**config.mk**
```make
export PLATFORM = sky130hd
export DESIGN_NAME = spw_monitor
export DESIGN_NICKNAME = d
export VERILOG_FILES = /design/src/logic/spw_pkg.sv /design/src/logic/spw_inst.sv /design/src/logic/spw_monitor.sv
export SDC_FILE = /design/constraint.sdc
export NUM_CORES = 2
export LEC_CHECK = 0
export BUFFER_PORTS_ARGS = -buffer_cell sky130_fd_sc_hd__buf_4
export CAP_MARGIN = 20
export CORE_ASPECT_RATIO = 1.75
export CORE_MARGIN = 3
export CORE_UTILIZATION = 35
export CTS_CLUSTER_DIAMETER = 150
export DETAILED_ROUTE_END_ITERATION = 16
export SETUP_SLACK_MARGIN = 0.1
export SYNTH_ARGS = -nofsm -noshare
export SYNTH_HDL_FRONTEND = slang
export SYNTH_SLANG_ARGS = --single-unit
```
**constraint.sdc**
```tcl
create_clock -name aclk -period 2.5 [get_ports aclk]
set_input_delay 0.25 -clock aclk [delete_from_list [all_inputs] [get_ports aclk]]
set_output_delay 0.25 -clock aclk [all_outputs]
set_load 0.03 [all_outputs]
```
**src/logic/spw_pkg.sv**
```systemverilog
package spw_pkg;
    // ---------------------------------------------------------------
    // Timing
    // ---------------------------------------------------------------
    localparam int CLK_NS = 100;
    localparam int MS_NS = 1000000;
    localparam int CYC_PER_MS_DEF = MS_NS / CLK_NS;
    localparam int MS_CNT_W = 16;

    // ---------------------------------------------------------------
    // Widths and counts
    // ---------------------------------------------------------------
    localparam int N_INST = 3;
    localparam int N_SDO = 4;
    localparam int POS_W = 32;
    localparam int DLY_W = 16;
    localparam int ADDR_W = 8;
    localparam int DATA_W = 32;
    localparam int BYTE_W = 8;
    localparam int STRB_W = DATA_W / BYTE_W;

    // ---------------------------------------------------------------
    // Register map (byte addresses)
    // ---------------------------------------------------------------
    localparam logic [ADDR_W-1:0] OFS_LIM_CFG = 8'h00;
    localparam logic [ADDR_W-1:0] OFS_LIM_UL = 8'h04;
    localparam logic [ADDR_W-1:0] OFS_LIM_LL = 8'h08;
    localparam logic [ADDR_W-1:0] OFS_LIM_DLY = 8'h0c;
    localparam logic [ADDR_W-1:0] OFS_CAM_CFG = 8'h10;
    localparam logic [ADDR_W-1:0] OFS_CAM_UL = 8'h14;
    localparam logic [ADDR_W-1:0] OFS_CAM_LL = 8'h18;
    localparam int INST_LSB = 5;
    localparam int INST_W = 2;
    localparam logic [ADDR_W-1:0] OFS_STATUS = 8'h60;
    localparam logic [ADDR_W-1:0] OFS_IRQ_ST = 8'h64;
    localparam logic [ADDR_W-1:0] OFS_IRQ_MSK = 8'h68;
    localparam logic [ADDR_W-1:0] OFS_SDO_MAP = 8'h6c;

    localparam logic [1:0] RESP_OKAY = 2'h0;
    localparam logic [1:0] RESP_SLVERR = 2'h2;

    // ---------------------------------------------------------------
    // Encodings
    // ---------------------------------------------------------------
    localparam logic [1:0] SRC_NEVER = 2'h0;
    localparam logic [1:0] SRC_FIELDBUS = 2'h1;
    localparam logic [1:0] SRC_SAFE_INPUT = 2'h2;
    localparam logic [1:0] REACT_NONE = 2'h0;
    localparam logic [1:0] REACT_TOF = 2'h1;
    localparam logic [1:0] REACT_SP1 = 2'h2;
    localparam logic [1:0] REACT_SP2 = 2'h3;
    localparam logic [1:0] ST_INACTIVE = 2'h0;
    localparam logic [1:0] ST_ACTIVE = 2'h1;
    localparam logic [1:0] ST_FAILED = 2'h2;
    localparam logic [1:0] CAM_ST_OFF = 2'h0;
    localparam logic [1:0] CAM_ST_IN = 2'h1;
    localparam logic [1:0] CAM_ST_OUT = 2'h2;
    localparam logic [2:0] MAP_NONE = 3'h0;
    localparam logic [2:0] MAP_LIM0 = 3'h1;
    localparam logic [2:0] MAP_CAM0 = 3'h4;

    // ---------------------------------------------------------------
    // Carriers
    // ---------------------------------------------------------------
    typedef struct packed {
        logic [1:0] react;
        logic [1:0] in_sel;
        logic [1:0] src;
    } spw_limc_t;

    typedef struct packed {
        spw_limc_t limc;
        logic cam_en;
        logic [POS_W-1:0] lim_ul;
        logic [POS_W-1:0] lim_ll;
        logic [DLY_W-1:0] delay;
        logic [POS_W-1:0] cam_ul;
        logic [POS_W-1:0] cam_ll;
    } spw_icfg_t;

    typedef struct packed {
        logic lim_active;
        logic [1:0] lim_state;
        logic fault;
        logic [1:0] react;
        logic cam_in;
        logic [1:0] cam_state;
    } spw_ist_t;

    typedef struct packed {
        logic [1:0] pair;
        logic [N_SDO-1:0][2:0] sel;
    } spw_sdom_t;

    localparam int LIMC_W = $bits(spw_limc_t);
    localparam int SDOM_W = $bits(spw_sdom_t);
    localparam int IST_W = $bits(spw_ist_t);

    localparam spw_icfg_t ICFG_RST = '{
        limc: '{react: REACT_TOF, in_sel: 2'h0, src: SRC_NEVER},
        cam_en: 1'b0,
        lim_ul: 32'h0000_0001,
        lim_ll: 32'h0000_0001,
        delay: 16'h0000,
        cam_ul: 32'h0000_0000,
        cam_ll: 32'h0000_0000
    };
endpackage

```
**src/logic/spw_inst.sv**
```systemverilog
`timescale 1ns/1ns
module spw_inst (
    input wire logic aclk, // Clock
    input wire logic aresetn, // Sync reset
    input wire logic [spw_pkg::POS_W-1:0] position, // Safe position
    input wire logic activate, // Selected activation level
    input wire logic ms_tick, // One pulse per ms
    input wire spw_pkg::spw_icfg_t cfg, // Instance settings
    output spw_pkg::spw_ist_t st // Registered outputs
);
    import spw_pkg::*;

    typedef enum logic [1:0] {S_IDLE, S_DELAY, S_MON, S_FAIL} spw_ph_t;
    typedef struct packed {
        spw_ph_t ph;
        logic act_d;
        logic [DLY_W-1:0] cnt;
        spw_ist_t o;
    } spw_istate_t;

    spw_istate_t s_r;
    spw_istate_t s_nxt;
    logic lim_in;
    logic cam_in;

    always_comb begin
        // Limits are inclusive
        lim_in = ($signed(position) <= $signed(cfg.lim_ul)) && ($signed(position) >= $signed(cfg.lim_ll));
        cam_in = ($signed(position) <= $signed(cfg.cam_ul)) && ($signed(position) >= $signed(cfg.cam_ll));
        s_nxt = s_r;
        s_nxt.act_d = activate;
        case (s_r.ph)
            S_IDLE: begin
                if (activate && !s_r.act_d) begin
                    s_nxt.cnt = '0;
                    s_nxt.ph = (cfg.delay == '0) ? S_MON : S_DELAY;
                end
            end
            S_DELAY: begin
                // Free-running ms tick: wait one extra tick so the delay is never short
                if (!activate) begin
                    s_nxt.ph = S_IDLE;
                end else if (ms_tick) begin
                    s_nxt.cnt = s_r.cnt + 1'b1;
                    if (s_r.cnt == cfg.delay) begin
                        s_nxt.ph = S_MON;
                    end
                end
            end
            S_MON: begin
                if (!activate) begin
                    s_nxt.ph = S_IDLE;
                end else if (!lim_in) begin
                    s_nxt.ph = S_FAIL;
                end
            end
            S_FAIL: begin
                // Latched until the activation is withdrawn
                if (!activate) begin
                    s_nxt.ph = S_IDLE;
                end
            end
            default: begin
                s_nxt.ph = S_IDLE;
            end
        endcase
        s_nxt.o.lim_active = (s_nxt.ph != S_IDLE);
        s_nxt.o.lim_state = (s_nxt.ph == S_IDLE) ? ST_INACTIVE :
                            (s_nxt.ph == S_FAIL) ? ST_FAILED : ST_ACTIVE;
        s_nxt.o.fault = (s_nxt.ph == S_FAIL);
        s_nxt.o.react = cfg.limc.react;
        s_nxt.o.cam_in = cfg.cam_en && cam_in;
        s_nxt.o.cam_state = !cfg.cam_en ? CAM_ST_OFF : (cam_in ? CAM_ST_IN : CAM_ST_OUT);
    end

    always_ff @(posedge aclk) begin
        if (!aresetn) begin
            s_r <= '0;
        end else begin
            s_r <= s_nxt;
        end
    end

    assign st = s_r.o;
endmodule

```
**src/logic/spw_monitor.sv**
```systemverilog
// Decided for this implementation: the AXI4-Lite interface to the registers and the register offsets.
`timescale 1ns/1ns
// Function
// - Fault when position leaves active window
// - Optional monitoring delay, default zero ms
// - Three independent instances per axis
// - Activation from fieldbus or mapped input
// - Outputs active, internal state, fault request
// - Selectable reaction: torque off, stop1, stop2
// - Failed keeps active, internal state two
// - Statuses mappable to safe outputs, pairable
// - Cam always active once configured, no reaction
// - Cam limits default to zero
// - Cam drives in-window flag and state
module spw_monitor #(
    parameter int unsigned CYC_PER_MS = spw_pkg::CYC_PER_MS_DEF
) (
    input wire logic aclk, // Clock, 10 MHz
    input wire logic aresetn, // Sync reset
    input wire logic awvalid, // AXI write address
    output logic awready, // AXI write address
    input wire logic [spw_pkg::ADDR_W-1:0] awaddr, // AXI write address
    input wire logic wvalid, // AXI write data
    output logic wready, // AXI write data
    input wire logic [spw_pkg::DATA_W-1:0] wdata, // AXI write data
    input wire logic [spw_pkg::STRB_W-1:0] wstrb, // AXI byte enables
    output logic bvalid, // AXI write response
    input wire logic bready, // AXI write response
    output logic [1:0] bresp, // AXI write response
    input wire logic arvalid, // AXI read address
    output logic arready, // AXI read address
    input wire logic [spw_pkg::ADDR_W-1:0] araddr, // AXI read address
    output logic rvalid, // AXI read data
    input wire logic rready, // AXI read data
    output logic [spw_pkg::DATA_W-1:0] rdata, // AXI read data
    output logic [1:0] rresp, // AXI read response
    input wire logic [spw_pkg::POS_W-1:0] safe_position, // Safe feedback position
    input wire logic [spw_pkg::N_INST-1:0] fieldbus_activate, // Fieldbus activation
    input wire logic [3:0] safe_input, // Safe digital inputs
    output logic [spw_pkg::N_INST-1:0] position_limit_active_status, // Active
    output logic [2*spw_pkg::N_INST-1:0] position_limit_internal_state, // 2 bits each
    output logic fault_activate, // Any instance failed
    output logic [1:0] fault_reaction, // Most severe reaction
    output logic [spw_pkg::N_INST-1:0] cam_in_window_status, // Cam in window
    output logic [2*spw_pkg::N_INST-1:0] cam_internal_state, // 2 bits each
    output logic [spw_pkg::N_SDO-1:0] test_pulsed_safe_output, // Output levels
    output logic irq // Level interrupt
);
    import spw_pkg::*;

    localparam int N_EV = 2 * N_INST;

    typedef struct packed {
        logic aw_v;
        logic [ADDR_W-1:0] aw_a;
        logic w_v;
        logic [DATA_W-1:0] w_d;
        logic [STRB_W-1:0] w_s;
        logic b_v;
        logic [1:0] b_r;
        logic r_v;
        logic [DATA_W-1:0] r_d;
        logic [1:0] r_r;
        spw_icfg_t [N_INST-1:0] cfg;
        spw_sdom_t sdom;
        logic [N_EV-1:0] irq_st;
        logic [N_EV-1:0] irq_msk;
        logic [MS_CNT_W-1:0] ms_cnt;
        logic ms_tick;
        logic [N_SDO-1:0] sdo;
        logic [N_INST-1:0] fail_d;
        logic [N_INST-1:0] cam_d;
        logic fault_any;
        logic [1:0] react;
    } spw_top_t;

    spw_top_t s_r;
    spw_top_t s_nxt;
    spw_ist_t [N_INST-1:0] ist;
    logic [N_INST-1:0] act;

    function automatic logic [DATA_W-1:0] spw_merge(input logic [DATA_W-1:0] old,
                                                   input logic [DATA_W-1:0] d,
                                                   input logic [STRB_W-1:0] s);
        logic [DATA_W-1:0] m;
        m = old;
        for (int b = 0; b < STRB_W; b++) begin
            if (s[b]) begin
                m[b*BYTE_W +: BYTE_W] = d[b*BYTE_W +: BYTE_W];
            end
        end
        return m;
    endfunction

    // ---------------------------------------------------------------
    // Instances
    // ---------------------------------------------------------------
    for (genvar i = 0; i < N_INST; i++) begin : g_inst
        always_comb begin
            case (s_r.cfg[i].limc.src)
                SRC_FIELDBUS: act[i] = fieldbus_activate[i];
                SRC_SAFE_INPUT: act[i] = safe_input[s_r.cfg[i].limc.in_sel];
                default: act[i] = 1'b0;
            endcase
        end

        spw_inst u_inst (
            .aclk(aclk),
            .aresetn(aresetn),
            .position(safe_position),
            .activate(act[i]),
            .ms_tick(s_r.ms_tick),
            .cfg(s_r.cfg[i]),
            .st(ist[i])
        );

        assign position_limit_active_status[i] = ist[i].lim_active;
        assign position_limit_internal_state[2*i +: 2] = ist[i].lim_state;
        assign cam_in_window_status[i] = ist[i].cam_in;
        assign cam_internal_state[2*i +: 2] = ist[i].cam_state;
    end

    // ---------------------------------------------------------------
    // Next state
    // ---------------------------------------------------------------
    always_comb begin
        logic [INST_W-1:0] idx;
        logic [ADDR_W-1:0] off;
        logic [DATA_W-1:0] old;
        logic [DATA_W-1:0] m;
        logic hit;
        logic [N_EV-1:0] ev;
        logic [2:0] src;
        logic v;
        idx = '0;
        off = '0;
        old = '0;
        m = '0;
        hit = 1'b0;
        ev = '0;
        src = MAP_NONE;
        v = 1'b0;
        s_nxt = s_r;

        // ms prescaler, shared by all delay counters
        s_nxt.ms_tick = 1'b0;
        if (s_r.ms_cnt == MS_CNT_W'(CYC_PER_MS - 1)) begin
            s_nxt.ms_cnt = '0;
            s_nxt.ms_tick = 1'b1;
        end else begin
            s_nxt.ms_cnt = s_r.ms_cnt + 1'b1;
        end

        // Write channels, taken in either order
        if (awvalid && awready) begin
            s_nxt.aw_v = 1'b1;
            s_nxt.aw_a = awaddr;
        end
        if (wvalid && wready) begin
            s_nxt.w_v = 1'b1;
            s_nxt.w_d = wdata;
            s_nxt.w_s = wstrb;
        end
        if (s_r.b_v && bready) begin
            s_nxt.b_v = 1'b0;
        end
        if (s_r.aw_v && s_r.w_v) begin
            s_nxt.aw_v = 1'b0;
            s_nxt.w_v = 1'b0;
            s_nxt.b_v = 1'b1;
            idx = s_r.aw_a[INST_LSB +: INST_W];
            off = s_r.aw_a & ((ADDR_W'(1) << INST_LSB) - 1'b1);
            hit = 1'b1;
            if (s_r.aw_a < OFS_STATUS) begin
                case (off)
                    OFS_LIM_CFG: old = DATA_W'(s_r.cfg[idx].limc);
                    OFS_LIM_UL: old = s_r.cfg[idx].lim_ul;
                    OFS_LIM_LL: old = s_r.cfg[idx].lim_ll;
                    OFS_LIM_DLY: old = DATA_W'(s_r.cfg[idx].delay);
                    OFS_CAM_CFG: old = DATA_W'(s_r.cfg[idx].cam_en);
                    OFS_CAM_UL: old = s_r.cfg[idx].cam_ul;
                    OFS_CAM_LL: old = s_r.cfg[idx].cam_ll;
                    default: hit = 1'b0;
                endcase
                m = spw_merge(old, s_r.w_d, s_r.w_s);
                case (off)
                    OFS_LIM_CFG: s_nxt.cfg[idx].limc = spw_limc_t'(m[LIMC_W-1:0]);
                    OFS_LIM_UL: s_nxt.cfg[idx].lim_ul = m;
                    OFS_LIM_LL: s_nxt.cfg[idx].lim_ll = m;
                    OFS_LIM_DLY: s_nxt.cfg[idx].delay = m[DLY_W-1:0];
                    OFS_CAM_CFG: s_nxt.cfg[idx].cam_en = m[0];
                    OFS_CAM_UL: s_nxt.cfg[idx].cam_ul = m;
                    OFS_CAM_LL: s_nxt.cfg[idx].cam_ll = m;
                    default: ;
                endcase
            end else begin
                case (s_r.aw_a)
                    OFS_IRQ_MSK: begin
                        m = spw_merge(DATA_W'(s_r.irq_msk), s_r.w_d, s_r.w_s);
                        s_nxt.irq_msk = m[N_EV-1:0];
                    end
                    OFS_SDO_MAP: begin
                        m = spw_merge(DATA_W'(s_r.sdom), s_r.w_d, s_r.w_s);
                        s_nxt.sdom = spw_sdom_t'(m[SDOM_W-1:0]);
                    end
                    OFS_STATUS, OFS_IRQ_ST: ;
                    default: hit = 1'b0;
                endcase
            end
            s_nxt.b_r = hit ? RESP_OKAY : RESP_SLVERR;
        end

        // Read channel; the interrupt status clears on read
        if (s_r.r_v && rready) begin
            s_nxt.r_v = 1'b0;
        end
        if (arvalid && arready) begin
            s_nxt.r_v = 1'b1;
            idx = araddr[INST_LSB +: INST_W];
            off = araddr & ((ADDR_W'(1) << INST_LSB) - 1'b1);
            hit = 1'b1;
            s_nxt.r_d = '0;
            if (araddr < OFS_STATUS) begin
                case (off)
                    OFS_LIM_CFG: s_nxt.r_d = DATA_W'(s_r.cfg[idx].limc);
                    OFS_LIM_UL: s_nxt.r_d = s_r.cfg[idx].lim_ul;
                    OFS_LIM_LL: s_nxt.r_d = s_r.cfg[idx].lim_ll;
                    OFS_LIM_DLY: s_nxt.r_d = DATA_W'(s_r.cfg[idx].delay);
                    OFS_CAM_CFG: s_nxt.r_d = DATA_W'(s_r.cfg[idx].cam_en);
                    OFS_CAM_UL: s_nxt.r_d = s_r.cfg[idx].cam_ul;
                    OFS_CAM_LL: s_nxt.r_d = s_r.cfg[idx].cam_ll;
                    default: hit = 1'b0;
                endcase
            end else begin
                case (araddr)
                    OFS_STATUS: s_nxt.r_d = DATA_W'(ist);
                    OFS_IRQ_ST: begin
                        s_nxt.r_d = DATA_W'(s_r.irq_st);
                        s_nxt.irq_st = '0;
                    end
                    OFS_IRQ_MSK: s_nxt.r_d = DATA_W'(s_r.irq_msk);
                    OFS_SDO_MAP: s_nxt.r_d = DATA_W'(s_r.sdom);
                    default: hit = 1'b0;
                endcase
            end
            s_nxt.r_r = hit ? RESP_OKAY : RESP_SLVERR;
        end

        // Events: fault entry and cam window change; set wins over read-clear
        for (int i = 0; i < N_INST; i++) begin
            s_nxt.fail_d[i] = ist[i].fault;
            s_nxt.cam_d[i] = ist[i].cam_in;
            ev[i] = ist[i].fault && !s_r.fail_d[i];
            ev[N_INST + i] = ist[i].cam_in != s_r.cam_d[i];
        end
        s_nxt.irq_st = s_nxt.irq_st | ev;

        // Most severe reaction among failed instances
        s_nxt.fault_any = 1'b0;
        s_nxt.react = REACT_NONE;
        for (int i = 0; i < N_INST; i++) begin
            if (ist[i].fault) begin
                s_nxt.fault_any = 1'b1;
                if (s_nxt.react == REACT_NONE || ist[i].react < s_nxt.react) begin
                    s_nxt.react = ist[i].react;
                end
            end
        end

        // Safe output routing; an odd output follows its even partner when paired
        for (int k = 0; k < N_SDO; k++) begin
            src = ((k % 2) == 1 && s_r.sdom.pair[k/2]) ? s_r.sdom.sel[k-1] : s_r.sdom.sel[k];
            v = 1'b0;
            for (int i = 0; i < N_INST; i++) begin
                if (src == MAP_LIM0 + 3'(i)) begin
                    v = ist[i].lim_active;
                end
                if (src == MAP_CAM0 + 3'(i)) begin
                    v = ist[i].cam_in;
                end
            end
            s_nxt.sdo[k] = v;
        end
    end

    always_ff @(posedge aclk) begin
        if (!aresetn) begin
            s_r <= '0;
            s_r.cfg <= {N_INST{ICFG_RST}};
        end else begin
            s_r <= s_nxt;
        end
    end

    // ---------------------------------------------------------------
    // Outputs
    // ---------------------------------------------------------------
    assign awready = !s_r.aw_v && !s_r.b_v;
    assign wready = !s_r.w_v && !s_r.b_v;
    assign bvalid = s_r.b_v;
    assign bresp = s_r.b_r;
    assign arready = !s_r.r_v;
    assign rvalid = s_r.r_v;
    assign rdata = s_r.r_d;
    assign rresp = s_r.r_r;
    assign fault_activate = s_r.fault_any;
    assign fault_reaction = s_r.react;
    assign test_pulsed_safe_output = s_r.sdo;
    assign irq = |(s_r.irq_st & s_r.irq_msk);
endmodule

```
---- Word level (Yosys, flattened, before mapping) ----
Index checks and enable logic that the tools add are counted.
storage, ports and cells
  RAM bits ................................ 0
  output and inout port bits .............. 67
  logic and storage cells ................. 410
  latch bits .............................. 0
  bits in registers ....................... 677
  memories ................................ 0
  ROM bits ................................ 0
  input bits .............................. 98
cells by class
  order comparisons ....................... 22
  shift-type cells ........................ 0
  divide/modulo/power cells ............... 0
  bitwise logic cells ..................... 4
  $add $sub $neg .......................... 4
  multiplexer cells ....................... 145
  $mul .................................... 0
  equal/unequal tests ..................... 78
  reduce and logical (&&, ||, !) cells .... 78
operator list
  operator               number
  $bwmux 453             7
  $pmux 453 s7           1
  $demux 151 s2          7
  $bmux 151 s2           2
  $mux 151               3
  $pmux 32 s7            2
  $ge 32x32->1           6
  $le 32x32->1           6
  $mux 145               1
  $mux 144               1
  $mux 16                9
  $mux 112               1
  $pmux 27 s4            1
  $mux 8                 12
  $pmux 16 s2            3
  $mux 80                1
  $mux 2                 34
  $add 16x1->16 const B  4
  $eq 8x7->1 const B     8
  $mux 32                2
  $mux 64                1
  $eq 16x16->1           3
  $logic_not 16->1       3
  $mux 1                 38
  other kinds (39)       175

---- Depth between registers and ports, before layout ----
  depth after elaboration ................. 9
  depth in mapped cells ................... 14
  mapped depth without buffers ............ 11

---- Modules after synthesis ----
From an unflattened synthesis, not the netlist that was laid out.
unflattened totals
  cell total of the unflattened synthesis .. 5318
  area total of the unflattened synthesis .. 44241.2 sq um
by module, submodules not included
  module                            cells an instance  sequential area each (sq um)  instances  area each (sq um)
  spw_monitor                       3471               11831.3                       1          30315.3
  spw_inst at g_inst[0].u_inst ...  610                560.5                         2          4629.4
  spw_inst at g_inst[1].u_inst      627                560.5                         1          4667.0

---- Worst setup path before layout ----
Ideal clock, no wire load.
  path kind ............................... register -> register
  start point ............................. reg s_r[589] (netlist bit)
  end point ............................... reg (tool-made name)
  setup time .............................. 0.137 ns
  stages on the path, launching flop included .. 12
  path buffers ............................ 3
  data required time ...................... 2.363 ns
  arrival time ............................ 2.244 ns
  slack ................................... 0.119 ns
  period minus slack after synthesis ...... 2.381 ns
  cells stage by stage .................... dfxtp_1 buf_6 buf_4 mux2_2 mux4_2 nand2_1 nand3_1 nand2_1 o21ai_1 a22oi_2 buf_4 a21oi_1
RTL lines
  element                   RTL line            text
  start: declaration        spw_monitor.sv:77   spw_top_t s_r;
  start signal: assignment  spw_monitor.sv:291  s_r <= s_nxt;

==> run_results.csv <==
group,metric,value,unit
pwr,p_leak,23.18,nW
routing,wl_per_cell,29.77,microns
placement,place.gp.congestion,1.036,
pwr,netSwitchingPower,8.093,mW
setup_path,path_class,"reg -> reg",
clocking,path_clk_slew,0.07,ns
pwr,internal-power,19.52,mW
placement,place_inst,8006,
global_route,grt_overflow,0,
setup_path,crit_family,"compound AO/OA/AOI/OAI gates",
setup_path,required,3.06,ns
setup_path,worstPathCellList,"buf_6 -> buf_12 -> buf_12 -> mux2i_2 -> o21ai_2 -> a22oi_2 -> o22ai_1 -> a222oi_1 -> o21ai_2 -> buf_6 -> nand2_2 -> a21oi_2",
setup_path,worst-path-buf-inv,4,
setup_path,ff2ff_setup_slack,-0.42,ns
timing,rsz0062_at_grt,"true",
finish,synthToLayoutAreaGrowth,39.51,%
synthesis,ys_types,87,
pwr,pwr-share-seq,39.7,%
synthesis,synth-seq-cells,675,
die,die_y,471.7,microns
synthesis,yosysWarningCount,0,
setup_path,r2r_cells,12,
setup_path,crit_start,"s_r[589]$_SDFFE_PN0P_",
global_route,grt_max_degree,68,
pwr,ir_worst_vdd,0.5824,mV
synthesis,avgSynthCellArea,7.792,sq um
global_route,globalRouteTotalUtil,36.56,%
finish,final_nets,7059,
die,fp.dieW,272.1,microns
placement,dp_hpwl,186200,microns
run_status,status,"finished with violations",
synthesis,synth-seq-area-share,31.15,%
routing,vias,48270,
die,rows,170,
clocking,cts_tree,"yes",
synthesis,synth_area,0.04338,sq mm
setup_path,path_depth,12,
synthesis,yosys.area.top_type,"dfxtp_1",
pwr,comb_power_share,16.9,%
global_route,antenna_found_initial,16,
routing,dr.pass1.iters,8,
timing,hold_viol,0,
clocking,clock_latency,0.71,ns
finish,fill_cells,11930,
finish,fin_cells,8269,
timing,fin_crit,2.923,ns
finish,drive_above_1_share,29.08,%
die,ios,165,
setup_path,worstPathArrival,3.48,ns
die,core,0.1229,sq mm
clocking,htreeDepth,3,
timing,max_freq,342.1,MHz
pwr,power.total,27.62,mW
global_route,grt_pass1_wl,337400,microns
timing,slew_headroom,35.44,%
routing,routed_wl,246200,microns
setup_path,worst-path-max-fanout,6,
min_path,worstHoldPathType,"in -> reg",
setup_path,start_kind,"register",
timing,tightest_slew,0.9684,ns
synthesis,synth_top_area_share,31.15,%
clocking,cts_buffers,73,
synthesis,synthFlopType,"dfxtp_1",
timing,slew_viol_final,0,
placement,io_buffers,162,
pwr,power.density,456.4,mW/mm^2
synthesis,synthTopCellsByArea,"dfxtp_1 31%, ha_1 11%, a21oi_1 7.8%",
run,drv_cap,0,
synthesis,synth_cells,5567,
synthesis,ys_async_sr_fraction,0,%
setup_path,end_kind,"register",
timing,final.setup.worst_slack,-0.4231,ns
clocking,clock-sinks,675,
timing,post-route-period-util,116.9,%
die,initial_core_util,35.28,%
routing,vias_per_cell,5.837,
pwr,clkPwrFrac,43.4,%
routing,first_iter_violations,4546,
finish,final_core_util,49.22,%
routing,drc_errors,0,
setup_path,slowest_stage,"a222oi_1",
synthesis,synth_edf_count,0,
setup_path,max_stage_delay,0.60,ns
pwr,p_sw_share,29.30,%
setup_path,r2r-start,"s_r[589]$_SDFFE_PN0P_",
placement,place_worst_setup_slack,-1.006,ns
clocking,cts_buffer_depth,3,
run_status,violations,"setup timing",
clocking,ctsRootBufferMaster,"clkbuf_16",
die,die_area,0.1284,sq mm
timing,fin_skew,0.02997,ns
routing,final_antenna_net_count,0,
timing,setup_viol,441,
global_route,grt_pass1_vias,47003,
-- per-stage QoR --
stage                     hold WS (ns)  instance area (sq um)  setup TNS [ns]
after detailed placement        0.4483                  54050          -75.92
after global routing            0.1103                  60490          -84.27
after CTS                      0.07047                  58130          -26.07
after global placement          0.4399                  54050          -63.49
final                          0.08831                  60520          -63.46
after floorplan                 0.3490                  43380               0
-- how the worst min path moves through the flow --
stage | slack (ns) | to | start | depth (start not counted)
3_5_place_dp | 0.45 | rvalid$_SDFFE_PN0P_ | rready | 2
6_report | 0.09 | s_r[592]$_SDFFE_PP0P_ | awvalid | 3
5_1_grt | 0.11 | s_r[592]$_SDFFE_PP0P_ | awvalid | 3
2_1_floorplan | 0.35 | rvalid$_SDFFE_PN0P_ | rready | 1
3_3_place_gp | 0.44 | rvalid$_SDFFE_PN0P_ | rready | 2
4_1_cts | 0.07 | s_r[592]$_SDFFE_PP0P_ | awvalid | 3
-- cells in the final DEF, fill, tap and decap left out, drive strengths merged, types with 14 or more instances in the layout --
master          n
a221oi         60
and4           19
clkinv         18
o211ai         27
o221ai         32
nand2         899
clkbuf        102
nor2          413
nand3         114
o21a           14
buf          1263
ha            396
and3           29
mux2           14
a22oi          63
nor2b          28
a31oi          14
o21ai         239
nor3           69
xor2           54
mux4           37
and2           23
a21oi         680
dfxtp         675
nand2b         19
nor4           32
o22ai          87
nand4          83
xnor2          51
a211oi         87
inv           428
dlygate4sd3    48
a21o           82
mux2i         281
-- tightest hold or removal path, stage by stage --
cell and delay, ns:
buf_4 0.08, nand2_1 0.23, a21oi_1 0.19
-- power groups by stage --
stage	combinational, mW	sequential (mW)	clock (mW)
finish	4.67	11.0	12.0
global route	4.84	11.0	12.5
CTS	4.15	10.9	12.1
detailed placement	3.86	11.2	0
global placement	3.84	11.2	0
floorplan	1.79	11.1	0
-- cell type report --
type / instances / area, sq um / share of cell area [%]
Multi-Input combinational cell: 4069 / 28580 / 47.23
Sequential cell: 675 / 13620 / 22.50
Antenna cell: 13 / 32.53 / 0.05376
Timing Repair Buffer: 1321 / 12100 / 19.99
Inverter: 425 / 1603 / 2.649
Clock inverter: 40 / 533.0 / 0.8808
Clock buffer: 92 / 2011 / 3.323
Tap cell: 1634 / 2044 / 3.378
-- timing repair --
action                     CTS  global route
setup buffers               26            31
hold buffers                48             0
gates resized for setup    181           445
pin swaps                   61           164
hold endpoints to repair    49             0
cloned                       3            13
setup endpoints to repair  469           482
-- kinds of logic (layout without fill, tap and decap cells) --
logic type | count (synthesis) | after routing | share of synthesized area [%]
AOI/OAI and AO/OA | 1461 | 1461 | 20.36
and+or+nand+nor | 1773 | 1773 | 17.92
DFF | 675 | 675 | 31.15
buffers and inverters | 824 | 1878 | 8.244
xor gates and xnor gates | 105 | 105 | 2.120
other | 1 | 15 | 0.008645
muxes | 332 | 332 | 8.769
adders and majority gates | 396 | 396 | 11.42
-- cells in the mapped netlist (all sizes together) (4+ instances only) --
cell type,count
a2111oi,9
a211oi,87
a21o,82
a21oi,680
a221oi,60
a222oi,10
a22o,6
a22oi,63
a311oi,10
a31oi,14
and2,23
and3,29
and4,19
buf,203
clkbuf,196
dfxtp,675
ha,396
inv,425
mux2,14
mux2i,281
mux4,37
nand2,899
nand2b,19
nand3,114
nand3b,6
nand4,83
nand4b,5
nor2,413
nor2b,28
nor3,69
nor3b,5
nor4,32
nor4b,4
o211ai,27
o21a,14
o21ai,239
o21bai,4
o221ai,32
o22ai,87
o31ai,5
or2,8
or3,13
xnor2,51
xor2,54
-- metal layers --
layer | up-vias | track usage (%) | share of wire, %
met1 | 23059 | 37.03 | 33
met5 | - | 0 | 0.028
met2 | 2545 | 60.13 | 46
li1 | 21516 | - | -
met4 | 8 | 37.92 | 13
met3 | 1142 | 8.278 | 7.8
Power figures use the tool's default switching activity.
